**src/charge_timer_pkg.sv**
```systemverilog
// constants, modes and leg choices shared by the charge timer files
`default_nettype none

package charge_timer_pkg;

  // -----------------------------------------------------------------
  // counter chain
  // -----------------------------------------------------------------
  localparam int              DIV_W         = 17;       // prescaler stages
  localparam int              CNT_W         = 10;       // up/down stages
  localparam int              TAP_W         = 5;        // divider tap index
  localparam logic [TAP_W-1:0] TAP_CHARGE    = 5'h0c;   // 12 + 10 = 22 sections
  localparam logic [TAP_W-1:0] TAP_DISCHARGE = 5'h08;   // 8 + 10 = 18 sections
  localparam logic [TAP_W-1:0] TAP_SELFDIS   = 5'h11;   // 17 + 10 = 27 sections
  localparam logic [CNT_W-1:0] CNT_ZERO      = 10'h000;
  localparam logic [CNT_W-1:0] CNT_MAX       = 10'h3ff;
  localparam logic [DIV_W-1:0] DIV_ZERO      = 17'h00000;

  // -----------------------------------------------------------------
  // trickle pattern
  // -----------------------------------------------------------------
  localparam int         PHASE_W            = 3;
  localparam logic [2:0] TRICKLE_RC_PERIODS = 3'h4;
  localparam logic [2:0] TRICKLE_RS_PERIODS = 3'h3;
  localparam logic [2:0] PHASE_FIRST        = 3'h0;
  localparam logic [2:0] PHASE_RC_LAST      = TRICKLE_RC_PERIODS - 3'h1;
  localparam logic [2:0] PHASE_LAST = TRICKLE_RC_PERIODS + TRICKLE_RS_PERIODS - 3'h1;

  // -----------------------------------------------------------------
  // sense activity window: one period of the slowest legal toggle
  // -----------------------------------------------------------------
  localparam int          CLK_PERIOD_NS      = 10;
  localparam int          SENSE_MAX_FREQ_KHZ = 100;
  localparam int          SENSE_WINDOW_NS    = 1000000 / SENSE_MAX_FREQ_KHZ;
  localparam int          SENSE_WINDOW_CYC   =
    (SENSE_WINDOW_NS + CLK_PERIOD_NS - 1) / CLK_PERIOD_NS;
  localparam int          SENSE_TMR_W        = 10;
  localparam logic [9:0]  SENSE_RELOAD       = SENSE_TMR_W'(SENSE_WINDOW_CYC);
  localparam logic [9:0]  SENSE_TMR_ZERO     = 10'h000;

  // -----------------------------------------------------------------
  // pin synchroniser lanes and their reset levels
  // -----------------------------------------------------------------
  localparam int         PIN_N      = 4;
  localparam int         PIN_SENSE  = 0;
  localparam int         PIN_DIS_N  = 1;
  localparam int         PIN_OSC    = 2;
  localparam int         PIN_SUPPLY = 3;
  localparam logic [3:0] PIN_RESET  = 4'h2;   // discharge_n idles high

  // operating modes
  typedef enum logic [2:0] {
    MODE_CHARGE,
    MODE_TRICKLE,
    MODE_CHG_DIS,
    MODE_DISCHARGE,
    MODE_SELFDIS
  } mode_t;

endpackage : charge_timer_pkg

`default_nettype wire

```
**src/charge_time_counter.sv**
```systemverilog
// prescaler divider and up/down counter of the charge timer
`default_nettype none

module charge_time_counter (
  // clock and reset
  input  wire logic                               ref_clk,
  input  wire logic                               rst,
  // stepping control
  input  wire logic                               osc_tick,
  input  wire logic                               count_up,
  input  wire logic                               count_down,
  input  wire logic [charge_timer_pkg::TAP_W-1:0] tap_sel,
  // state
  output logic                                    stage_step,
  output logic      [charge_timer_pkg::CNT_W-1:0] count_q
);

  // -----------------------------------------------------------------
  // storage
  // -----------------------------------------------------------------
  logic [charge_timer_pkg::DIV_W-1:0] div_q;     // prescaler stages
  logic [charge_timer_pkg::DIV_W-1:0] div_d;
  logic [charge_timer_pkg::DIV_W-1:0] div_mask;  // stages below the tap
  logic [charge_timer_pkg::CNT_W-1:0] count_d;

  // tap 17 shifts every one out, so the whole divider is used
  assign div_mask = ~({charge_timer_pkg::DIV_W{1'b1}} << tap_sel);

  assign stage_step = osc_tick && ((div_q & div_mask) == div_mask);

  // next divider and counter values
  always_comb begin
    div_d   = div_q;
    count_d = count_q;
    if (osc_tick) begin
      div_d = div_q + 1'b1;
    end
    if (stage_step && count_up && (count_q != charge_timer_pkg::CNT_MAX)) begin
      count_d = count_q + 1'b1;
    end else if (stage_step && count_down && (count_q != charge_timer_pkg::CNT_ZERO)) begin
      count_d = count_q - 1'b1;
    end
  end

  always_ff @(posedge ref_clk or posedge rst) begin
    if (rst) begin
      div_q   <= charge_timer_pkg::DIV_ZERO;
      count_q <= charge_timer_pkg::CNT_ZERO;
    end else begin
      div_q   <= div_d;
      count_q <= count_d;
    end
  end
endmodule : charge_time_counter

`default_nettype wire

```
**src/charge_timer_ctrl.sv**
```systemverilog
// control core of the battery charge timer: modes, enables and timing legs
`default_nettype none

module charge_timer_ctrl (
  // clock and reset (reset doubles as the power-up clear)
  input  wire logic                               ref_clk,
  input  wire logic                               rst,
  // pins from outside
  input  wire logic                               charger_sense_in,
  input  wire logic                               discharge_n_in,
  input  wire logic                               osc_in,
  input  wire logic                               supply_ok_in,
  // charge transistor enables, three-state
  output logic                                    en_out,
  output logic                                    en_oe,
  output logic                                    en_n_out,
  output logic                                    en_n_oe,
  // timing resistor legs, three-state
  output logic                                    charge_timing_leg_out,
  output logic                                    charge_timing_leg_oe,
  output logic                                    discharge_timing_leg_out,
  output logic                                    discharge_timing_leg_oe,
  output logic                                    selfdis_timing_leg_out,
  output logic                                    selfdis_timing_leg_oe,
  // pad control and status
  output logic                                    sense_pulldown_en,
  output logic      [charge_timer_pkg::CNT_W-1:0] count_value
);

  // -----------------------------------------------------------------
  // declarations
  // -----------------------------------------------------------------
  logic [charge_timer_pkg::PIN_N-1:0] pin_raw;     // straight from the pads
  logic [charge_timer_pkg::PIN_N-1:0] sync1_q;     // first stage, metastable
  logic [charge_timer_pkg::PIN_N-1:0] sync2_q;
  logic [charge_timer_pkg::PIN_N-1:0] sync3_q;
  logic [charge_timer_pkg::PIN_N-1:0] lvl_q;       // agreed pin levels
  logic [charge_timer_pkg::PIN_N-1:0] lvl_d;
  logic                               osc_prev_q;  // for edge detect
  logic                               osc_tick;    // one oscillator period
  logic [charge_timer_pkg::SENSE_TMR_W-1:0] sense_tmr_q;
  logic [charge_timer_pkg::SENSE_TMR_W-1:0] sense_tmr_d;
  logic                               sense_act;   // charger present
  logic                               dis_high;    // discharge_n released
  charge_timer_pkg::mode_t            mode_q;
  charge_timer_pkg::mode_t            mode_d;
  logic                               ctrl_active_q;  // enables owned by logic
  logic                               ctrl_active_d;
  logic [charge_timer_pkg::PHASE_W-1:0] phase_q;   // trickle oscillator slot
  logic [charge_timer_pkg::PHASE_W-1:0] phase_d;
  logic                               count_up;
  logic                               count_down;
  logic [charge_timer_pkg::TAP_W-1:0] tap_sel;
  logic                               stage_step;
  logic [charge_timer_pkg::CNT_W-1:0] count_q;
  logic                               at_max;
  logic                               leg_drive;   // oscillator drive level
  logic                               en_out_d;
  logic                               en_oe_d;
  logic                               en_n_out_d;
  logic                               en_n_oe_d;
  logic                               rc_oe_d;
  logic                               rd_oe_d;
  logic                               rs_oe_d;

  assign pin_raw = {supply_ok_in, osc_in, discharge_n_in, charger_sense_in};

  // -----------------------------------------------------------------
  // pin synchronisers: three stages, a level counts once 2 and 3 agree
  // -----------------------------------------------------------------
  for (genvar i = 0; i < charge_timer_pkg::PIN_N; i++) begin : g_sync
    // hold the old level while the last two stages disagree
    always_comb begin
      lvl_d[i] = (sync2_q[i] == sync3_q[i]) ? sync3_q[i] : lvl_q[i];
    end

    // sync chain; sync1 feeds sync2 only
    always_ff @(posedge ref_clk or posedge rst) begin
      if (rst) begin
        sync1_q[i] <= charge_timer_pkg::PIN_RESET[i];
        sync2_q[i] <= charge_timer_pkg::PIN_RESET[i];
        sync3_q[i] <= charge_timer_pkg::PIN_RESET[i];
        lvl_q[i]   <= charge_timer_pkg::PIN_RESET[i];
      end else begin
        sync1_q[i] <= pin_raw[i];
        sync2_q[i] <= sync1_q[i];
        sync3_q[i] <= sync2_q[i];
        lvl_q[i]   <= lvl_d[i];
      end
    end
  end

  // oscillator period marker from the agreed level only
  assign osc_tick  = lvl_q[charge_timer_pkg::PIN_OSC] && !osc_prev_q;
  assign dis_high  = lvl_q[charge_timer_pkg::PIN_DIS_N];
  // relaxation drive: charge the capacitor while the oscillator reads low
  assign leg_drive = !lvl_q[charge_timer_pkg::PIN_OSC];

  // -----------------------------------------------------------------
  // charger sense activity
  // -----------------------------------------------------------------
  // high level reloads the hold window
  always_comb begin
    sense_tmr_d = sense_tmr_q;
    if (lvl_q[charge_timer_pkg::PIN_SENSE]) begin
      sense_tmr_d = charge_timer_pkg::SENSE_RELOAD;
    end else if (sense_tmr_q != charge_timer_pkg::SENSE_TMR_ZERO) begin
      sense_tmr_d = sense_tmr_q - 1'b1;
    end
  end

  // a toggle slower than the window lets the timer run out
  always_ff @(posedge ref_clk or posedge rst) begin
    if (rst) begin
      sense_tmr_q <= charge_timer_pkg::SENSE_TMR_ZERO;
      osc_prev_q  <= 1'b0;
    end else begin
      sense_tmr_q <= sense_tmr_d;
      osc_prev_q  <= lvl_q[charge_timer_pkg::PIN_OSC];
    end
  end

  assign sense_act = lvl_q[charge_timer_pkg::PIN_SENSE]
                     || (sense_tmr_q != charge_timer_pkg::SENSE_TMR_ZERO);

  // keep the pad pull-down enabled so an open pin reads low
  assign sense_pulldown_en = 1'b1;

  // -----------------------------------------------------------------
  // mode selection
  // -----------------------------------------------------------------
  assign at_max = (count_q == charge_timer_pkg::CNT_MAX);

  // next mode from the agreed pins and the counter
  always_comb begin
    mode_d = mode_q;
    if (!dis_high) begin
      // discharge input low always counts down
      mode_d = sense_act ? charge_timer_pkg::MODE_CHG_DIS
                         : charge_timer_pkg::MODE_DISCHARGE;
    end else if (sense_act) begin
      // full count hands over to trickle
      mode_d = at_max ? charge_timer_pkg::MODE_TRICKLE
                      : charge_timer_pkg::MODE_CHARGE;
    end else begin
      mode_d = charge_timer_pkg::MODE_SELFDIS;
    end
    // enables stay released until the supply holds up
    ctrl_active_d = ctrl_active_q || lvl_q[charge_timer_pkg::PIN_SUPPLY];
  end

  always_ff @(posedge ref_clk or posedge rst) begin
    if (rst) begin
      mode_q        <= charge_timer_pkg::MODE_CHARGE;
      ctrl_active_q <= 1'b0;
    end else begin
      mode_q        <= mode_d;
      ctrl_active_q <= ctrl_active_d;
    end
  end

  // -----------------------------------------------------------------
  // trickle oscillator pattern
  // -----------------------------------------------------------------
  // seven slots per cycle, restarted outside trickle
  always_comb begin
    phase_d = phase_q;
    if (mode_q != charge_timer_pkg::MODE_TRICKLE) begin
      phase_d = charge_timer_pkg::PHASE_FIRST;
    end else if (osc_tick) begin
      phase_d = (phase_q == charge_timer_pkg::PHASE_LAST)
                ? charge_timer_pkg::PHASE_FIRST : phase_q + 1'b1;
    end
  end

  // phase register
  always_ff @(posedge ref_clk or posedge rst) begin
    if (rst) begin
      phase_q <= charge_timer_pkg::PHASE_FIRST;
    end else begin
      phase_q <= phase_d;
    end
  end

  // -----------------------------------------------------------------
  // counter chain control
  // -----------------------------------------------------------------
  // count up only while charging
  assign count_up   = (mode_q == charge_timer_pkg::MODE_CHARGE);
  // trickle neither counts up nor down
  assign count_down = (mode_q == charge_timer_pkg::MODE_CHG_DIS)
                      || (mode_q == charge_timer_pkg::MODE_DISCHARGE)
                      || (mode_q == charge_timer_pkg::MODE_SELFDIS);

  // divider tap sets the section count per mode
  always_comb begin
    case (mode_q)
      charge_timer_pkg::MODE_CHARGE:    tap_sel = charge_timer_pkg::TAP_CHARGE;
      charge_timer_pkg::MODE_TRICKLE:   tap_sel = charge_timer_pkg::TAP_CHARGE;
      charge_timer_pkg::MODE_SELFDIS:   tap_sel = charge_timer_pkg::TAP_SELFDIS;
      default:                          tap_sel = charge_timer_pkg::TAP_DISCHARGE;
    endcase
  end

  charge_time_counter u_counter (
    .ref_clk    (ref_clk),
    .rst        (rst),
    .osc_tick   (osc_tick),
    .count_up   (count_up),
    .count_down (count_down),
    .tap_sel    (tap_sel),
    .stage_step (stage_step),
    .count_q    (count_q)
  );

  assign count_value = count_q;

  // -----------------------------------------------------------------
  // enable and leg outputs
  // -----------------------------------------------------------------
  // next pin states per mode; registered to keep the pads glitch free
  always_comb begin
    en_out_d   = 1'b0;
    en_oe_d    = 1'b1;
    en_n_out_d = 1'b1;
    en_n_oe_d  = 1'b0;
    rc_oe_d    = 1'b0;
    rd_oe_d    = 1'b0;
    rs_oe_d    = 1'b0;
    case (mode_q)
      charge_timer_pkg::MODE_CHARGE: begin
        en_out_d   = 1'b1;
        en_n_out_d = 1'b0;
        en_n_oe_d  = 1'b1;
        rc_oe_d    = 1'b1;
      end
      charge_timer_pkg::MODE_TRICKLE: begin
        // charge only during the self-leg slots
        en_out_d   = (phase_q > charge_timer_pkg::PHASE_RC_LAST);
        en_n_out_d = (phase_q <= charge_timer_pkg::PHASE_RC_LAST);
        en_n_oe_d  = 1'b1;
        // four charge-leg slots, then three self-leg slots
        rc_oe_d    = (phase_q <= charge_timer_pkg::PHASE_RC_LAST);
        rs_oe_d    = (phase_q > charge_timer_pkg::PHASE_RC_LAST);
      end
      charge_timer_pkg::MODE_CHG_DIS: begin
        en_out_d   = 1'b1;
        en_n_out_d = 1'b0;
        en_n_oe_d  = 1'b1;
        rd_oe_d    = 1'b1;
      end
      charge_timer_pkg::MODE_DISCHARGE: begin
        rd_oe_d    = 1'b1;
      end
      default: begin
        // self leg sets the slow rate
        rs_oe_d    = 1'b1;
      end
    endcase
    // external bias holds the transistors until takeover
    if (!ctrl_active_q) begin
      en_oe_d   = 1'b0;
      en_n_oe_d = 1'b0;
    end
  end

  // output registers, one leg enabled from reset onward
  always_ff @(posedge ref_clk or posedge rst) begin
    if (rst) begin
      en_out                   <= 1'b0;
      en_oe                    <= 1'b0;
      en_n_out                 <= 1'b1;
      en_n_oe                  <= 1'b0;
      charge_timing_leg_oe     <= 1'b1;
      discharge_timing_leg_oe  <= 1'b0;
      selfdis_timing_leg_oe    <= 1'b0;
      charge_timing_leg_out    <= 1'b0;
      discharge_timing_leg_out <= 1'b0;
      selfdis_timing_leg_out   <= 1'b0;
    end else begin
      en_out                   <= en_out_d;
      en_oe                    <= en_oe_d;
      en_n_out                 <= en_n_out_d;
      en_n_oe                  <= en_n_oe_d;
      charge_timing_leg_oe     <= rc_oe_d;
      discharge_timing_leg_oe  <= rd_oe_d;
      selfdis_timing_leg_oe    <= rs_oe_d;
      charge_timing_leg_out    <= leg_drive;
      discharge_timing_leg_out <= leg_drive;
      selfdis_timing_leg_out   <= leg_drive;
    end
  end
endmodule : charge_timer_ctrl

`default_nettype wire

```
**config.mk**
```make
export PLATFORM = sky130hd
export DESIGN_NAME = charge_timer_ctrl
export DESIGN_NICKNAME = d
export VERILOG_FILES = /design/src/charge_timer_pkg.sv /design/src/charge_time_counter.sv /design/src/charge_timer_ctrl.sv
export SDC_FILE = /design/constraint.sdc
export NUM_CORES = 1
export LEC_CHECK = 0
export BUFFER_PORTS_ARGS = -buffer_cell sky130_fd_sc_hd__buf_4
export CAP_MARGIN = 20
export CORE_MARGIN = 2
export CORE_UTILIZATION = 35
export DETAILED_ROUTE_END_ITERATION = 8
export PLACE_DENSITY_LB_ADDON = 0.2
export SLEW_MARGIN = 20
export SYNTH_ARGS = -nofsm -noshare
export SYNTH_HDL_FRONTEND = slang
export SYNTH_SLANG_ARGS = --single-unit
```
**constraint.sdc**
```tcl
create_clock -name ref_clk -period 6.1 [get_ports ref_clk]
set_input_delay 0.61 -clock ref_clk [delete_from_list [all_inputs] [get_ports ref_clk]]
set_output_delay 0.61 -clock ref_clk [all_outputs]
set_load 0.02 [all_outputs]
```
Yosys cells after proc, flatten, opt, wreduce, memory -nomap -nowiden
Index checks and enable logic that the tools add are counted.
{"block": "op_classes", "n_reduce_logical": 23, "shifts": 1, "n_lt_le_gt_ge": 2, "addsub": 5, "bitwise": 2, "eq_ne": 13, "muxes": 20}
{"op": "$mux W10", "n": 4}
{"op": "$reduce_bool A10 Y1", "n": 2}
{"op": "$sub A10 B1 Y10 const B", "n": 2}
{"op": "$add A17 B1 Y17 const B", "n": 1}
{"op": "$and A17 B17 Y17", "n": 1}
{"op": "$eq A17 B17 Y1", "n": 1}
{"op": "$not A17 Y17", "n": 1}
{"op": "$shl A17 B5 Y17 const A", "n": 1}
{"op": "$mux W3", "n": 5}
{"op": "$add A10 B1 Y10 const B", "n": 1}
{"op": "$eq A10 B10 Y1 const B", "n": 1}
{"op": "$ne A10 B10 Y1 const B", "n": 1}
{"op": "$pmux W5 S2", "n": 1}
{"op": "$pmux W1 S2", "n": 4}
{"op": "$eq A3 B2 Y1 const B", "n": 2}
{"op": "$eq A3 B3 Y1 const B", "n": 2}
{"op": "$logic_and A1 B1 Y1", "n": 6}
{"op": "$mux W1", "n": 6}
{"op": "$reduce_bool A2 Y1", "n": 3}
{"op": "$reduce_or A2 Y1", "n": 3}
{"op": "$reduce_or A3 Y1", "n": 2}
{"op": "$eq A1 B1 Y1", "n": 4}
{"op": "$logic_or A1 B1 Y1", "n": 4}
{"op": "$add A3 B1 Y3 const B", "n": 1}
{"op": "other kinds (6)", "n": 7}
{"block": "totals", "in_bits": 6, "elab_cells": 97, "regBits": 69}

Longest topological paths before layout
{"block": "logic_depth", "ltp_word": 12, "mapped_depth": 12, "ltp_nobuf": 11}

Modules after synthesis
From an unflattened synthesis, not the netlist that was laid out.
{"block": "unflattened", "cells_unflattened": 318, "area_unflattened_um2": 3418.3}
{"module": "charge_time_counter", "seq_area_each_um2": 675.6, "instances": 1, "cells_each": 174, "area_each_um2": 1714.1}
{"module": "charge_timer_ctrl", "seq_area_each_um2": 1058.5, "instances": 1, "cells_each": 144, "area_each_um2": 1704.1}

Least setup slack after synthesis
OpenSTA, ideal clock, no wires.
{"block": "synth_path", "path_type": "reg2reg", "startpoint": "reg u_counter.count_q[0] (netlist bit)", "endpoint": "reg u_counter.count_q[9] (netlist bit)", "arrival_ps": 2680, "period_less_slack_ps": 2760, "slack_ps": 3340, "path_stages_with_launch": 12, "path_buffers": 0, "setup_time_ps": 80, "cell_sequence": "dfrtp_1 > nand4_1 > nor3_1 > nor4_2 > nand2_2 > ha_1 > a21oi_1 > nand2_1 > a221o_1 > a21oi_1 > mux2i_1 > xor2_1"}
{"block": "synth_between", "elab_chain_len": 3, "elab_cells_between_ends": 9}
{"item": "from (decl)", "line": "charge_time_counter.sv:15", "source": "output logic [charge_timer_pkg::CNT_W-1:0] count_q"}
{"item": "from (signal assigned)", "line": "charge_time_counter.sv:48", "source": "count_q <= charge_timer_pkg::CNT_ZERO;"}
{"item": "from (signal assigned)", "line": "charge_time_counter.sv:51", "source": "count_q <= count_d;"}
{"item": "$sub A10 B1 Y10, or another cell as far along", "line": "charge_time_counter.sv:41", "source": "count_d = count_q - 1'b1;"}
{"item": "$mux W10, or another cell as far along", "line": "charge_time_counter.sv:40", "source": "end else if (stage_step && count_down && (count_q != charge_timer_pkg::CNT_ZERO)) begin"}
{"item": "$mux W10 / $reduce_bool A2 Y1 (equally long branches)"}
Parallel ways exist; a longest one is shown, timed or not. The select of a mux whose other input is x is not followed.
A chain may end at the register's enable or synchronous reset.

Worst setup path after layout
{"block": "layout_path", "startpoint": "reg lvl_q[2] (netlist bit)", "endpoint": "reg u_counter.count_q[9] (netlist bit)"}
{"block": "layout_between", "elab_chain_len": 5, "elab_cells_between_ends": 8}
{"item": "from (decl)", "line": "charge_timer_ctrl.sv:37", "source": "logic [charge_timer_pkg::PIN_N-1:0] lvl_q;"}
{"item": "from (signal, indexed assignment)", "line": "charge_timer_ctrl.sv:83", "source": "lvl_q[i] <= charge_timer_pkg::PIN_RESET[i];"}
{"item": "from (signal, indexed assignment)", "line": "charge_timer_ctrl.sv:88", "source": "lvl_q[i] <= lvl_d[i];"}
{"item": "$logic_and A1 B1 Y1 (*)", "line": "charge_timer_ctrl.sv:94", "source": "assign osc_tick = lvl_q[charge_timer_pkg::PIN_OSC] && !osc_prev_q;"}
{"item": "$logic_and A1 B1 Y1 (*)", "line": "charge_time_counter.sv:29", "source": "assign stage_step = osc_tick && ((div_q & div_mask) == div_mask);"}
{"item": "$logic_and A1 B1 Y1, on equally long branches (2 in series)", "line": "charge_time_counter.sv:38, charge_time_counter.sv:40"}
{"item": "$mux W10 / $reduce_bool A2 Y1 (equally long branches)"}
Every way passes the cells marked *; elsewhere a longest branch is shown, timed or not.

==> metrics.csv <==
metric;value;unit
fmax;0.319;GHz
post-route-period-util;0.513;
firstDrtPassIters;4;
cts_max_level;3;
die_w;99.4;um
synth.most_common_cell;dfrtp_1;
root_buffer;clkbuf_8;
peakVddDrop;0.000146;V
cts_buffers;9;
clkTransAtPathRegs;0.08;ns
grt_pass1_vias;2032;
start_util;0.364;
synth_nets;300;
start_kind;flop;
p_sw;0.000267;W
clock_path_buffers;2;
drc_errors;0;
grt_overflow_total;0;
grt_pass1_wl;9.72;mm
grt_max_degree;70;
wl;5.56;mm
clkPwrFrac;0.396;
comb_power_share;0.088;
design_area;3690;um2
drtIter0Drc;58;
period_needed;3.13;ns
crit_type;flop to flop;
min_path_type;flop to flop;
setup_viol_count_final;0;
dieArea;9890;um2
synth-edff-count;0;
port_buffers;25;
die_height;99.4;um
post_cts_resized;0;
vias;2033;
ys_async_sr_fraction;1.00;
netlist_area;3190;um2
rsz0062_at_grt;false;
dp.final_hpwl;3.80;mm
insertion_delay;0.34;ns
synth_top_area_cell;dfrtp_1;
grtUsageTotal;0.124;
leakagePower;1.63;nW
max_slew.worst_pin.slew;0.849;ns
power_frac_seq;0.516;
end_kind;flop;
pin_count;27;
required;6.37;ns
cts_sinks;69;
final_hold_viol_count;0;
cp_max_fo;10;
antenna_left;0;
slew_headroom;0.434;
ys_top_cells_by_area;dfrtp_1 (49%), xnor2_1 (5.5%), dfstp_2 (4.9%);
core;8760;um2
ys_seq_area_frac;0.544;
placed_area;3470;um2
post-cts-setup-buffers;0;
diodes;0;
tns;0;ns
row_count;34;
ys.flop_type;dfrtp_1;
finClkSkew;0.0115;ns
fin_nets;329;
p_sw_frac;0.257;
syn_inst;281;
synthToLayoutAreaGrowth;15.7;%
cts_tree;built;
yosys_warnings;0;
drv_slew;0;
drv_cap;0;
synth_top_area_frac;0.495;
synth_area_per_cell;11.3;um2
yosys-top-cells-count;dfrtp_1 (63), nand2_1 (32), nor2_1 (21);
ff2ff_setup_slack;2.97;ns
drive_gt1_frac;0.213;
ys_types;57;
wire_per_inst;13.1;um
holdBufCountCts;0;
finalWeightedCongestion;0.805;
vias_per_cell;4.81;
p_int;0.000771;W
synth_seq_cells;69;
pwr_density_cell;282;nW/um2
nFillCells;848;
crit_arrival;3.40;ns
antenna_found_initial;0;
status;finished, final reports clean;
## through the flow
step                      power, W  hold WS (ns)  std cells  setup slack, ns  utilization
final                      0.00104         0.352        423             2.97        0.421
after global routing       0.00110         0.332        423             2.57        0.421
after CTS                  0.00106         0.346        423             2.92        0.421
after detailed placement  0.000638         0.335        407             2.91        0.395
after global placement    0.000635         0.335        407             2.99        0.395
after floorplan           0.000610         0.331        281             3.34            -
## worst max-delay path, stage by stage (launching register included)
cell and delay (ns):
dfrtp_1 0.41, nor2b_1 0.48, o311a_1 0.27, o211a_4 0.18, nand2_2 0.15, ha_1 0.32
a21oi_1 0.20, o211ai_1 0.18, a221o_1 0.32, a21oi_1 0.17, mux2i_1 0.23, xor2_1 0.15
## final timing paths
kind | startpoint | end | cells after the start
setup / recovery | lvl_q[2]$_DFFE_PP0N_ | u_counter.count_q[9]$_DFFE_PP0P_ | 11
hold / removal | sync1_q[3]$_DFF_PP0_ | sync2_q[3]$_DFF_PP0_ | 0
setup reg to reg | lvl_q[2]$_DFFE_PP0N_ | u_counter.count_q[9]$_DFFE_PP0P_ | 11
hold reg to reg | sync1_q[3]$_DFF_PP0_ | sync2_q[3]$_DFF_PP0_ | 0
max in group asynchronous | rst | osc_prev_q$_DFF_PP0_ | 3
min in group asynchronous | rst | sync1_q[3]$_DFF_PP0_ | 3
## area by class of cell
type	count	area [um2]	share of cell area
clock buffer	9	124	0.0336
inverter	11	41.3	0.0112
multi-input combinational	193	1360	0.369
sequential	69	1730	0.470
timing repair buffer	26	195	0.0529
tap	108	135	0.0366
clock inverter	7	98.8	0.0268
## power by group through the flow
| stage | clock network [W] | logic (W) | registers [W] |
|---|---|---|---|
| 2_1_floorplan | 0 | 0.0000745 | 0.000536 |
| 3_3_place_gp | 0 | 0.0000919 | 0.000543 |
| 3_5_place_dp | 0 | 0.0000932 | 0.000544 |
| 4_1_cts | 0.000427 | 0.0000936 | 0.000536 |
| 5_1_grt | 0.000451 | 0.000107 | 0.000542 |
| 6_report | 0.000412 | 0.0000913 | 0.000535 |
## state kept, by name (all words and copies together), names as in the netlist
name	cells
u_counter.div_q	17
sense_tmr_q	10
u_counter.count_q	10
sync1_q	4
sync2_q	4
sync3_q	4
lvl_q	3
mode_q	3
phase_q	3
charge_timing_leg_oe	1
ctrl_active_q	1
dis_high	1
discharge_timing_leg_oe	1
en_n_oe	1
en_n_out	1
en_oe	1
en_out	1
osc_prev_q	1
selfdis_timing_leg_oe	1
selfdis_timing_leg_out	1
## layer usage
metal	track usage	vias up	routed length [um]
met4	0.0390	0	91
met3	0.0443	8	197
met5	0	-	0
met1	0.172	963	2840
li1	-	1036	-
met2	0.182	26	2430
## cell families after synthesis
group / share of synthesized area
and+or+nand+nor: 0.170
buffers and inverters: 0.0294
other: 0.00118
muxes: 0.0173
AOI/OAI and AO/OA: 0.0903
xor gates and xnor gates: 0.0820
DFF: 0.544
adders and majority gates: 0.0659
## layout by cell type (no fill, tap or decap), types with 7 or more instances in the layout
master / count
buf_4: 26
ha_1: 12
xor2_1: 8
nand2_1: 32
nand3_1: 8
clkbuf_8: 9
nor3_1: 7
inv_1: 10
xnor2_1: 20
a21oi_1: 9
nor2_1: 21
dfrtp_1: 63
(Power assumes the default switching activity.)
